--- config.mk ---
export PLATFORM = sky130hd
export DESIGN_NAME = tos_scheduler
export DESIGN_NICKNAME = d
export VERILOG_FILES = /design/src/design/tos_pkg.sv /design/src/design/tos_scheduler.sv
export SDC_FILE = /design/constraint.sdc
export NUM_CORES = 1
export LEC_CHECK = 0
export BUFFER_PORTS_ARGS = -buffer_cell sky130_fd_sc_hd__buf_2
export CAP_MARGIN = 20
export CORE_MARGIN = 1.5
export CORE_UTILIZATION = 30
export CTS_BUF_LIST = sky130_fd_sc_hd__clkbuf_16
export CTS_CLUSTER_SIZE = 28
export DETAILED_ROUTE_END_ITERATION = 6
export PLACE_DENSITY = 0.48
export SLEW_MARGIN = 25
export SYNTH_ARGS = -nofsm -noshare
export SYNTH_HDL_FRONTEND = slang
export SYNTH_SLANG_ARGS = --single-unit
--- constraint.sdc ---
create_clock -name clk_sys_i -period 12.9 [get_ports clk_sys_i]
set_input_delay 0.645 -clock clk_sys_i [delete_from_list [all_inputs] [get_ports clk_sys_i]]
set_output_delay 0.645 -clock clk_sys_i [all_outputs]
set_load 0.02 [all_outputs]
--- src/design/tos_pkg.sv ---
// Behaviour
// RULE_01 - outputs change when entry time comes due
// RULE_02 - four outputs, each with status lamp
// RULE_03 - queue holds at most 31 entries
// RULE_04 - write window of 5 or 15 entries
// RULE_05 - entry: time, output byte, sequence number
// RULE_06 - full queue refuses and drops entries
// RULE_07 - host checks queue code before writing
// RULE_08 - four status bytes presented to host
// RULE_09 - byte0: last accepted sequence, bits 01
// RULE_10 - byte1: next executed sequence, bits 11
// RULE_11 - code 00h after successful store
// RULE_12 - code 01h: no entry or bad sequence
// RULE_13 - code 02h: no new entries queued
// RULE_14 - code 03h: queue full
// RULE_15 - entries after bit6 terminator are ignored
// RULE_16 - terminator queued: code ored with 80h
// RULE_17 - byte3 shows current queued entry count
// RULE_18 - host numbers entries 1,2,.. modulo 64
// RULE_19 - 32-bit microsecond ticker, low word compared
// RULE_20 - output byte bits 7..4 drive channels 0..3
// RULE_21 - empty queue holds last applied outputs
package tos_pkg;
	// microsecond ticker timing
	localparam int CLK_PERIOD_NS = 25;
	localparam int TICK_PERIOD_NS = 1000;
	localparam int TICK_CYCLES = TICK_PERIOD_NS / CLK_PERIOD_NS;
	localparam logic [5:0] TICK_LAST = 6'(TICK_CYCLES - 1);
	// sizes
	localparam int CHANNELS = 4;
	localparam int ENTRY_BYTES = 4;
	localparam int ENTRY_W = 8 * ENTRY_BYTES;
	localparam int QUEUE_AW = 5;
	localparam int QUEUE_SLOTS = 32;
	localparam logic [5:0] QUEUE_CAP = 6'h1F;
	localparam int INGRESS_DEPTH = 4;
	localparam logic [3:0] WIN_SHORT = 4'h5;
	localparam logic [3:0] WIN_LONG = 4'hF;
	// status byte offsets in the input area
	localparam logic [1:0] OFS_LAST = 2'h0;
	localparam logic [1:0] OFS_NEXT = 2'h1;
	localparam logic [1:0] OFS_CODE = 2'h2;
	localparam logic [1:0] OFS_COUNT = 2'h3;
	// fields and fixed values
	localparam int SEQ_TERM_BIT = 6;
	localparam int OUT_CH0_BIT = 7;
	localparam logic [7:0] LAST_FIX = 8'h40;
	localparam logic [7:0] NEXT_FIX = 8'hC0;
	localparam logic [7:0] TERM_FLAG = 8'h80;
	localparam logic [5:0] SEQ_RESET = 6'h00;
	localparam logic [7:0] CODE_OK = 8'h00;
	localparam logic [7:0] CODE_NONE = 8'h01;
	localparam logic [7:0] CODE_IDLE = 8'h02;
	localparam logic [7:0] CODE_FULL = 8'h03;
	localparam logic [7:0] CODE_RESET = CODE_IDLE;
	localparam logic [3:0] OUT_RESET = 4'h0;
	// one entry as written into the output area
	typedef struct packed {
		logic [7:0] output_state_byte;
		logic [7:0] sequence_number;
		logic [15:0] entry_time_value;
	} tos_entry_t;
	// the four-byte input area, byte 0 in the top bits
	typedef struct packed {
		logic [7:0] last_accepted_sequence;
		logic [7:0] next_executed_sequence;
		logic [7:0] queue_state_code;
		logic [7:0] queued_entry_count;
	} tos_status_t;
endpackage : tos_pkg

--- src/design/tos_scheduler.sv ---
`timescale 1ns/10ps
// small ingress buffer between host writes and the queue
module tos_fifo #(
	parameter int WIDTH = 32,
	parameter int DEPTH = 4
) (
	input wire logic clk_sys_i,
	input wire logic rst_i,
	input wire logic in_valid_i,
	input wire logic [WIDTH-1:0] in_data_i,
	output logic in_ready_o,
	output logic out_valid_o,
	output logic [WIDTH-1:0] out_data_o,
	input wire logic out_ready_i
);
	localparam int AW = (DEPTH > 1) ? $clog2(DEPTH) : 1;
	localparam int CW = $clog2(DEPTH + 1);
	localparam logic [CW-1:0] FULL_CNT = CW'(DEPTH);
	localparam logic [AW-1:0] LAST_PTR = AW'(DEPTH - 1);

	logic [WIDTH-1:0] mem [DEPTH]; // storage words
	logic [AW-1:0] wr_ptr; // next slot to fill
	logic [AW-1:0] rd_ptr; // oldest word
	logic [CW-1:0] count; // words held
	logic ready_q; // registered room flag

	wire do_wr = in_valid_i && ready_q;
	wire do_rd = out_valid_o && out_ready_i;
	wire [CW-1:0] next_count = count + CW'(do_wr) - CW'(do_rd);
	wire [AW-1:0] next_wr_ptr = (wr_ptr == LAST_PTR) ? '0 : wr_ptr + AW'(1);
	wire [AW-1:0] next_rd_ptr = (rd_ptr == LAST_PTR) ? '0 : rd_ptr + AW'(1);

	assign in_ready_o = ready_q;
	assign out_valid_o = (count != '0);
	assign out_data_o = mem[rd_ptr];

	// pointers, fill level and room flag
	always_ff @(posedge clk_sys_i or posedge rst_i) begin
		if (rst_i) begin
			wr_ptr <= '0;
			rd_ptr <= '0;
			count <= '0;
			ready_q <= 1'b0;
		end else begin
			wr_ptr <= do_wr ? next_wr_ptr : wr_ptr;
			rd_ptr <= do_rd ? next_rd_ptr : rd_ptr;
			count <= next_count;
			ready_q <= (next_count != FULL_CNT);
		end
	end

	// data words, no reset needed
	always_ff @(posedge clk_sys_i) begin
		if (do_wr) begin
			mem[wr_ptr] <= in_data_i;
		end
	end
endmodule : tos_fifo

// time-stamped output scheduler top
module tos_scheduler (
	input wire logic clk_sys_i,
	input wire logic rst_i,
	input wire logic wide_window_i,
	input wire logic img_valid_i,
	input wire tos_pkg::tos_entry_t img_entry_i,
	output logic img_ready_o,
	output tos_pkg::tos_status_t status_o,
	output logic [tos_pkg::CHANNELS-1:0] dout_o,
	output logic [tos_pkg::CHANNELS-1:0] led_o
);
	// microsecond ticker
	logic [5:0] presc; // cycles inside one microsecond
	logic [31:0] ticker; // free-running microseconds

	// entry queue
	tos_pkg::tos_entry_t queue_mem [tos_pkg::QUEUE_SLOTS]; // queued entries
	logic [tos_pkg::QUEUE_AW-1:0] wr_ptr; // next free slot
	logic [tos_pkg::QUEUE_AW-1:0] rd_ptr; // entry to execute next
	logic [5:0] q_count; // entries held
	logic [5:0] term_cnt; // held entries flagged as terminator

	// window and sequence tracking
	logic [3:0] win_idx; // position inside current window
	logic skipping; // terminator seen in this window
	logic win_event; // something stored or refused this window
	logic [5:0] last_seq; // last accepted sequence
	logic [7:0] code; // queue code without terminator flag

	// ingress buffer drain side
	logic fq_valid; // buffered entry waiting
	tos_pkg::tos_entry_t fq_entry; // buffered entry

	// ticker decode
	wire tick_wrap = (presc == tos_pkg::TICK_LAST);
	wire [5:0] next_presc = tick_wrap ? 6'h00 : presc + 6'h01;
	wire [31:0] next_ticker = ticker + 32'(tick_wrap);

	// head of queue and due check
	wire tos_pkg::tos_entry_t head = queue_mem[rd_ptr];
	wire q_empty = (q_count == 6'h00);
	wire q_full = (q_count == tos_pkg::QUEUE_CAP);
	wire pop = !q_empty && (head.entry_time_value == ticker[15:0]); // RULE_01 RULE_19
	wire head_term = head.sequence_number[tos_pkg::SEQ_TERM_BIT];

	// drain stalls while an entry executes, so the buffer can fill
	wire take = fq_valid && !pop;
	wire [5:0] in_seq = fq_entry.sequence_number[5:0];
	wire in_term = fq_entry.sequence_number[tos_pkg::SEQ_TERM_BIT];
	wire [5:0] expected_seq = last_seq + 6'h01;
	wire seq_ok = (in_seq == expected_seq);

	// window bookkeeping
	wire [3:0] win_len = wide_window_i ? tos_pkg::WIN_LONG : tos_pkg::WIN_SHORT; // RULE_04
	wire win_end = take && (win_idx == win_len - 4'h1);
	wire [3:0] next_win_idx = win_end ? 4'h0 : win_idx + 4'(take);

	// entry decisions, in priority order
	wire ignored = take && skipping; // RULE_15
	wire refuse_full = take && !skipping && q_full; // RULE_06
	wire bad_seq = take && !skipping && !q_full && !seq_ok; // RULE_12
	wire push = take && !skipping && !q_full && seq_ok; // RULE_05
	wire starts_skip = take && !skipping && in_term; // RULE_15
	wire any_event = win_event || push || refuse_full || bad_seq;
	wire idle_window = win_end && !any_event;
	wire drained = pop && (q_count == 6'h01);

	// queue pointer and counter updates
	wire [tos_pkg::QUEUE_AW-1:0] next_wr_ptr = wr_ptr + {{(tos_pkg::QUEUE_AW-1){1'b0}}, push};
	wire [tos_pkg::QUEUE_AW-1:0] next_rd_ptr = rd_ptr + {{(tos_pkg::QUEUE_AW-1){1'b0}}, pop};
	wire [5:0] next_q_count = q_count + 6'(push) - 6'(pop); // RULE_03
	wire [5:0] term_add = 6'(push && in_term);
	wire [5:0] term_sub = 6'(pop && head_term);
	wire [5:0] next_term_cnt = term_cnt + term_add - term_sub;

	// queue code selection
	wire [7:0] next_code = push ? tos_pkg::CODE_OK // RULE_11
		: refuse_full ? tos_pkg::CODE_FULL // RULE_14
		: bad_seq ? tos_pkg::CODE_NONE // RULE_12
		: idle_window ? tos_pkg::CODE_IDLE // RULE_13
		: drained ? tos_pkg::CODE_NONE // RULE_12
		: code;

	// sequence bookkeeping
	wire [5:0] next_last_seq = push ? in_seq : last_seq;
	wire [5:0] next_exec_seq = q_empty ? expected_seq : head.sequence_number[5:0];
	wire skip_now = starts_skip || (skipping && !win_end);
	wire next_skipping = win_end ? 1'b0 : skip_now;
	wire next_win_event = win_end ? 1'b0 : any_event;

	// channel c takes output byte bit 7-c
	logic [tos_pkg::CHANNELS-1:0] head_levels;
	always_comb begin
		head_levels = '0;
		for (int c = 0; c < tos_pkg::CHANNELS; c++) begin
			head_levels[c] = head.output_state_byte[tos_pkg::OUT_CH0_BIT - c]; // RULE_20
		end
	end
	wire [tos_pkg::CHANNELS-1:0] next_dout = pop ? head_levels : dout_o; // RULE_21

	// terminator flag onto the code byte
	wire [7:0] term_or = (next_term_cnt != 6'h00) ? tos_pkg::TERM_FLAG : 8'h00;

	// four-byte input area
	tos_pkg::tos_status_t next_status;
	assign next_status.last_accepted_sequence = tos_pkg::LAST_FIX | {2'b00, next_last_seq}; // RULE_09
	assign next_status.next_executed_sequence = tos_pkg::NEXT_FIX | {2'b00, next_exec_seq}; // RULE_10
	assign next_status.queue_state_code = next_code | term_or; // RULE_16
	assign next_status.queued_entry_count = {2'b00, next_q_count}; // RULE_17

	// ingress buffer of four entries
	tos_fifo #(
		.WIDTH(tos_pkg::ENTRY_W),
		.DEPTH(tos_pkg::INGRESS_DEPTH)
	) u_ingress (
		.clk_sys_i(clk_sys_i),
		.rst_i(rst_i),
		.in_valid_i(img_valid_i),
		.in_data_i(img_entry_i),
		.in_ready_o(img_ready_o),
		.out_valid_o(fq_valid),
		.out_data_o(fq_entry),
		.out_ready_i(!pop)
	);

	// microsecond ticker from reset, wraps naturally
	always_ff @(posedge clk_sys_i or posedge rst_i) begin
		if (rst_i) begin
			presc <= 6'h00;
			ticker <= 32'h00000000;
		end else begin
			presc <= next_presc;
			ticker <= next_ticker; // RULE_19
		end
	end

	// queue pointers and counters
	always_ff @(posedge clk_sys_i or posedge rst_i) begin
		if (rst_i) begin
			wr_ptr <= '0;
			rd_ptr <= '0;
			q_count <= 6'h00;
			term_cnt <= 6'h00;
		end else begin
			wr_ptr <= next_wr_ptr;
			rd_ptr <= next_rd_ptr;
			q_count <= next_q_count; // RULE_03
			term_cnt <= next_term_cnt; // RULE_16
		end
	end

	// queue storage, only accepted entries land here
	always_ff @(posedge clk_sys_i) begin
		if (push) begin
			queue_mem[wr_ptr] <= fq_entry; // RULE_05
		end
	end

	// window, sequence and code state
	always_ff @(posedge clk_sys_i or posedge rst_i) begin
		if (rst_i) begin
			win_idx <= 4'h0;
			skipping <= 1'b0;
			win_event <= 1'b0;
			last_seq <= tos_pkg::SEQ_RESET;
			code <= tos_pkg::CODE_RESET;
		end else begin
			win_idx <= next_win_idx; // RULE_04
			skipping <= next_skipping; // RULE_15
			win_event <= next_win_event;
			last_seq <= next_last_seq;
			code <= next_code;
		end
	end

	// registered outputs: channels, lamps and status bytes
	always_ff @(posedge clk_sys_i or posedge rst_i) begin
		if (rst_i) begin
			dout_o <= tos_pkg::OUT_RESET;
			led_o <= tos_pkg::OUT_RESET;
			status_o <= '{
				last_accepted_sequence: tos_pkg::LAST_FIX,
				next_executed_sequence: tos_pkg::NEXT_FIX | 8'h01,
				queue_state_code: tos_pkg::CODE_RESET,
				queued_entry_count: 8'h00
			};
		end else begin
			dout_o <= next_dout; // RULE_01
			led_o <= next_dout; // RULE_02
			status_o <= next_status; // RULE_08
		end
	end
endmodule : tos_scheduler

Word level (Yosys, flattened, before mapping). Memory sizes are Yosys's and may differ from the RTL's. Index checks and enable logic that the tools add are counted.

Bits in writable memories: 1152. Word-level logic and storage cells: 92. Memories kept: 2. Register bits: 106. Output and inout bits: 41. Bits of input ports: 36.

Memories: queue_mem (depth 32, bits a word 32, read ports 1, clocked after memory_dff 0, write ports 1, RTL line tos_scheduler.sv:77) `tos_pkg::tos_entry_t queue_mem [tos_pkg::QUEUE_SLOTS];`; u_ingress.mem (depth 4, bits a word 32, read ports 1, clocked after memory_dff 0, write ports 1, RTL line tos_scheduler.sv:21) `logic [WIDTH-1:0] mem [DEPTH];`.

Eq/ne operators: 9. Reductions and logical operators: 29. Muxes and demuxes: 18. Add/sub/neg operators: 15. Bitwise gates (word level): 1.

Operators with widths (number): 8-bit two-way mux (6); 32-bit by 1-bit adder with 32-bit output (1); 16-bit == test (1); 1-bit logical AND (15); 6-bit by 1-bit adder with 6-bit output (2); 6-bit by 1-bit adder with 6-bit output, second input constant (2); 6-bit two-way mux (2); 6-bit by 1-bit subtractor with 6-bit output (2); 5-bit by 1-bit adder with 5-bit output (2); 4-bit two-way mux (2); 8-bit bitwise OR (1); 1-bit zero test (7); 6-bit by 1-bit == test with 1-bit output, second input constant (1); 6-bit by 5-bit == test with 1-bit output, second input constant (1); 6-bit == test (1); 6-bit == test, second input constant (1); 6-bit zero test (1); 1-bit two-way mux (6); 6-bit nonzero test (1); 2-bit by 1-bit adder with 2-bit output, second input constant (2); 4-bit by 1-bit adder with 4-bit output (1); 2-bit == test, second input constant (2); 4-bit == test (1); 1-bit logical OR (4); other kinds (6) (7).

Longest topological paths before layout.
Depth after elaboration: 18. Gate-level depth with buffers: 26. Mapped depth without buffers: 20.

Cells and area by module. From an unflattened synthesis, not the netlist that was laid out.

Cell total of the unflattened synthesis: 2016. Area total of the unflattened synthesis: 42031.6 um^2.

Modules (own cells, without submodules): tos_scheduler (cells an instance 1809, area an instance 36902.9 um^2, seq. area each 27699.1 um^2, instances 1); tos_fifo (cells an instance 207, area an instance 5128.7 um^2, seq. area each 4043.9 um^2, instances 1).

Worst setup path before layout. No wires, ideal clock.

Kind: reg2reg. Start: register rd_ptr[0] in the netlist's numbering. End: register status_o[15] in the netlist's numbering. Data required time: 12.771 ns. Data arrival time: 5.060 ns. Clock period less this slack: 5.189 ns. Path slack: 7.711 ns. Buffers on the path: 8. Library setup time: 0.129 ns. Cell stages (with the launch flop): 21. Cell sequence: dfrtp_1 -> buf_6 -> buf_6 -> buf_6 -> buf_6 -> buf_4 -> buf_2 -> buf_2 -> buf_2 -> mux4_2 -> mux4_2 -> mux2i_1 -> nor2_1 -> ha_1 -> inv_1 -> ha_1 -> inv_1 -> fa_1 -> inv_1 -> or4_1 -> a2111o_1.

RTL lines: start, declared (RTL line tos_scheduler.sv:79) `logic [tos_pkg::QUEUE_AW-1:0] rd_ptr;`; start signal, assigned (RTL line tos_scheduler.sv:206) `rd_ptr <= next_rd_ptr;`; end signal, assigned (RTL line tos_scheduler.sv:241) `status_o <= '{`; end signal, assigned (RTL line tos_scheduler.sv:250) `status_o <= next_status;`; end, declared (RTL line tos_scheduler.sv:68) `output tos_pkg::tos_status_t status_o,`.

==> impl_metrics.py <==
metrics = {
    "sta": {
        "timing.fmax_mhz": 134,
        "tightestPinTransition_ns": 1.04,
        "fin_crit_sh_pct": 57.8,
        "slew_violations": 0,
        "setup_viol": 0,
        "slew-limit-headroom_pct": 30.5,
        "setup_tns_ns": 0,
        "rsz0062_at_grt": "false",
        "fin_skew_ns": 0.0221,
        "hold_ws_ns": 0.0949,
        "post-route-min-period_ns": 7.46,
        "hold_viol": 0,
    },
    "finish": {
        "final_cell_mix": "edfxtp_1 (972), mux4_2 (229), clkbuf_16 (109)",
        "syn_to_final_growth_pct": 15.2,
        "final_common_cell": "edfxtp_1",
        "instances_no_fill": 3948,
        "post-route-util_pct": 34.8,
        "multi_input_area_um2": 9320,
        "drive_above_1_share_pct": 26.6,
        "fin_nets": 2144,
        "ff_latch_area_um2": 31200,
        "num-fill-cells": 12700,
    },
    "synth": {
        "synth_ff_type": "edfxtp_1",
        "synthAdderAreaFrac_pct": 1.15,
        "synth_mux_area_share_pct": 14.9,
        "postSynth.asyncResetShare_pct": 7.43,
        "synth.avg_cell_area_um2": 21.2,
        "yosysWarningCount": 0,
        "synth_top_family_by_area": "multiplexers",
        "synth_compound_area_share_pct": 2.55,
        "ys_seq_area_share_pct": 76.0,
        "ys_ff_latch": 1050,
        "synth_edf_count": 972,
        "synthXorXnorAreaFrac_pct": 1.11,
        "syn_inst": 1932,
        "synth-simple-area-share_pct": 2.44,
        "synth_cell_types": 60,
        "syn_area_um2": 41000,
    },
    "floorplan": {
        "dieHeight_um": 372,
        "io_pins": 77,
        "start_util_pct": 30.2,
        "die_x_um": 372,
        "core-area_um2": 135000,
        "fp-row-count": 135,
        "die-area_um2": 139000,
    },
    "routing": {
        "vias": 19300,
        "dr.pass1.iters": 4,
        "wl_per_cell_um": 24.4,
        "vias_per_cell": 4.90,
        "drc_errors": 0,
        "initialDrtViolationCount": 1714,
        "drt-total-wl_um": 96400,
        "antenna_left": 0,
    },
    "power": {
        "p_int_mw": 6.44,
        "clkPwrFrac_pct": 35.2,
        "p_sw_mw": 2.23,
        "power_frac_comb_pct": 13.3,
        "swShare_pct": 25.7,
        "pwr-share-seq_pct": 51.5,
        "peakVddDrop_uv": 176,
        "power_density_nw_per_um2": 184,
        "leakage_nw": 14.8,
    },
    "worst_setup_path": {
        "crit_cells": 20,
        "critPathBufInv": 7,
        "cp_top_family": "simple AND/OR/NAND/NOR gates",
        "cp_slowest_cell": "dfrtp_4",
        "endpoint_kind": "register",
        "crit_chain": "buf_4 -> buf_4 -> mux4_2 -> a2111oi_0 -> buf_4 -> or3_1 -> nand4_1 -> nor4_1 -> nand3_2 -> nand2_4 -> inv_2 -> nand2_1 -> ha_1 -> inv_1 -> ha_1 -> inv_1 -> fa_1 -> inv_1 -> or4_1 -> a2111o_1",
        "timing.rr.end": "status_o[15]",
        "rrSetupSlack_ns": 5.44,
        "crit_path_end": "status_o[15]",
        "rr_worst_depth": 20,
        "arrival_ns": 8.00,
        "cp-start-kind": "register",
        "worstReg2RegStart": "rd_ptr[1]",
        "critical_path_class": "register to register",
        "path_max_fanout": 53,
        "worstSetupStartpoint": "rd_ptr[1]",
        "critPathMaxStageDelay_ns": 1.04,
        "cp_data_required_time_ns": 13.45,
    },
    "global_route": {
        "grt_max_degree": 104,
        "antenna_found_initial": 3,
        "grt_usage_pct": 14.0,
        "grt_pass1_vias": 20100,
        "grt_pass1_wl_um": 141000,
        "overflow": 0,
    },
    "clocking": {
        "cts_made_buffers": 109,
        "postCtsSetupRepairBufs": 0,
        "cts_buffer_depth": 3,
        "cts-htree-levels": 3,
        "cts_hold_buf": 0,
        "cts-root-buf": "clkbuf_16",
        "cts_resized": 0,
        "cts.sinks": 1050,
        "clk_pin_slew_ns": 0.06,
        "tritoncts": "built",
        "clk_latency_ns": 0.68,
    },
    "placement": {
        "dp_cells": 3742,
        "post-dp-hpwl_um": 56600,
        "gp_congestion": 0.746,
        "portBuffers": 60,
    },
    "flow_run": {
        "maxCapViolations": 0,
    },
    "worst_hold_path": {
        "hold_path_class": "input pin to asynchronous set/reset pin",
    },
    "outcome": {
        "status": "finished, final reports clean",
    },
}
-- how the worst min path moves through the flow --
| stage | from | endpoint | slack, ns |
|---|---|---|---|
| 2_1_floorplan | presc[0] | presc[0] | 0.45 |
| 3_3_place_gp | presc[0] | presc[0] | 0.47 |
| 3_5_place_dp | code[7] | code[7] | 0.47 |
| 4_1_cts | rst_i | presc[3] | 0.07 |
| 5_1_grt | rst_i | presc[3] | 0.11 |
| 6_report | rst_i | presc[2] | 0.09 |
-- sequential cells by signal, indices dropped and copies added, names as in the netlist, 4 cells and up --
signal / cells
presc: 6
ticker: 16
led_o: 4
rd_ptr: 5
wr_ptr: 5
status_o: 13
term_cnt: 6
win_idx: 4
queue_mem: 864
u_ingress.mem: 108
last_seq: 6
-- through the flow --
stage	power, mW	cell area, um^2	setup slack, ns
global route	9.03	47200	4.95
global placement	5.62	43600	5.04
detailed placement	5.72	43700	4.97
CTS	8.79	47200	4.91
floorplan	5.21	41000	7.71
finish	8.67	47200	5.44
-- routing by layer --
layer	wire (um)	track usage, %	vias to the layer above
met3	4810	2.12	130
met1	42700	19.4	10500
met4	2380	4.31	2
met5	13	0	-
li1	-	-	8281
met2	46500	22.8	444
-- power by group through the flow --
stage	Sequential (mW)	Clock [mW]	Combinational, mW
after floorplan	4.54	0	0.670
after global placement	4.52	0	1.10
after detailed placement	4.54	0	1.18
after CTS	4.47	3.14	1.19
after global routing	4.48	3.27	1.29
final	4.46	3.06	1.15
-- Yosys cell counts (5+ instances only) --
library cell  count  area, um^2
nand2_1          24        90.1
dfrtp_1          76        1900
o22ai_1           9        56.3
clkbuf_1         33         124
and4_1            5        43.8
a2111oi_0         8        70.1
mux4_2          229        5160
mux2_2           13         146
xor2_1           23         201
buf_4            23         173
buf_1            16        60.1
nor3_1           42         210
buf_6             9         101
a22o_1           24         210
inv_1            30         113
ha_1             33         413
o221ai_1         11        96.3
edfxtp_1        972       29200
o21ai_0          15        75.1
nand3_1          27         135
nor2b_1          13        81.3
or3_1             8        50.1
mux2i_1          80         801
a211oi_1         15         113
buf_2            29         145
a22oi_1          17         128
nor2_1           29         109
nand3b_1          5        37.5
a21oi_1          20         100
and3_1            8        50.1
nand4_1           6        37.5
xnor2_1          29         254
-- final cells by class --
cell class	count	area share (%)
clock inverter	94	1.62
antenna	3	0.0159
inverter	32	0.263
sequential	1050	66.1
clock buffer	109	5.78
tap	1781	4.72
multi-input combinational	749	19.8
timing repair buffer	130	1.78
-- cells by family after synthesis --
logic type,Yosys count
xor gates and xnor gates,52
other,2
muxes,322
AOI/OAI and AO/OA,140
DFF,1050
adders and majority gates,36
buffers and inverters,142
and+or+nand+nor,188
Power figures use the tool's default switching activity.
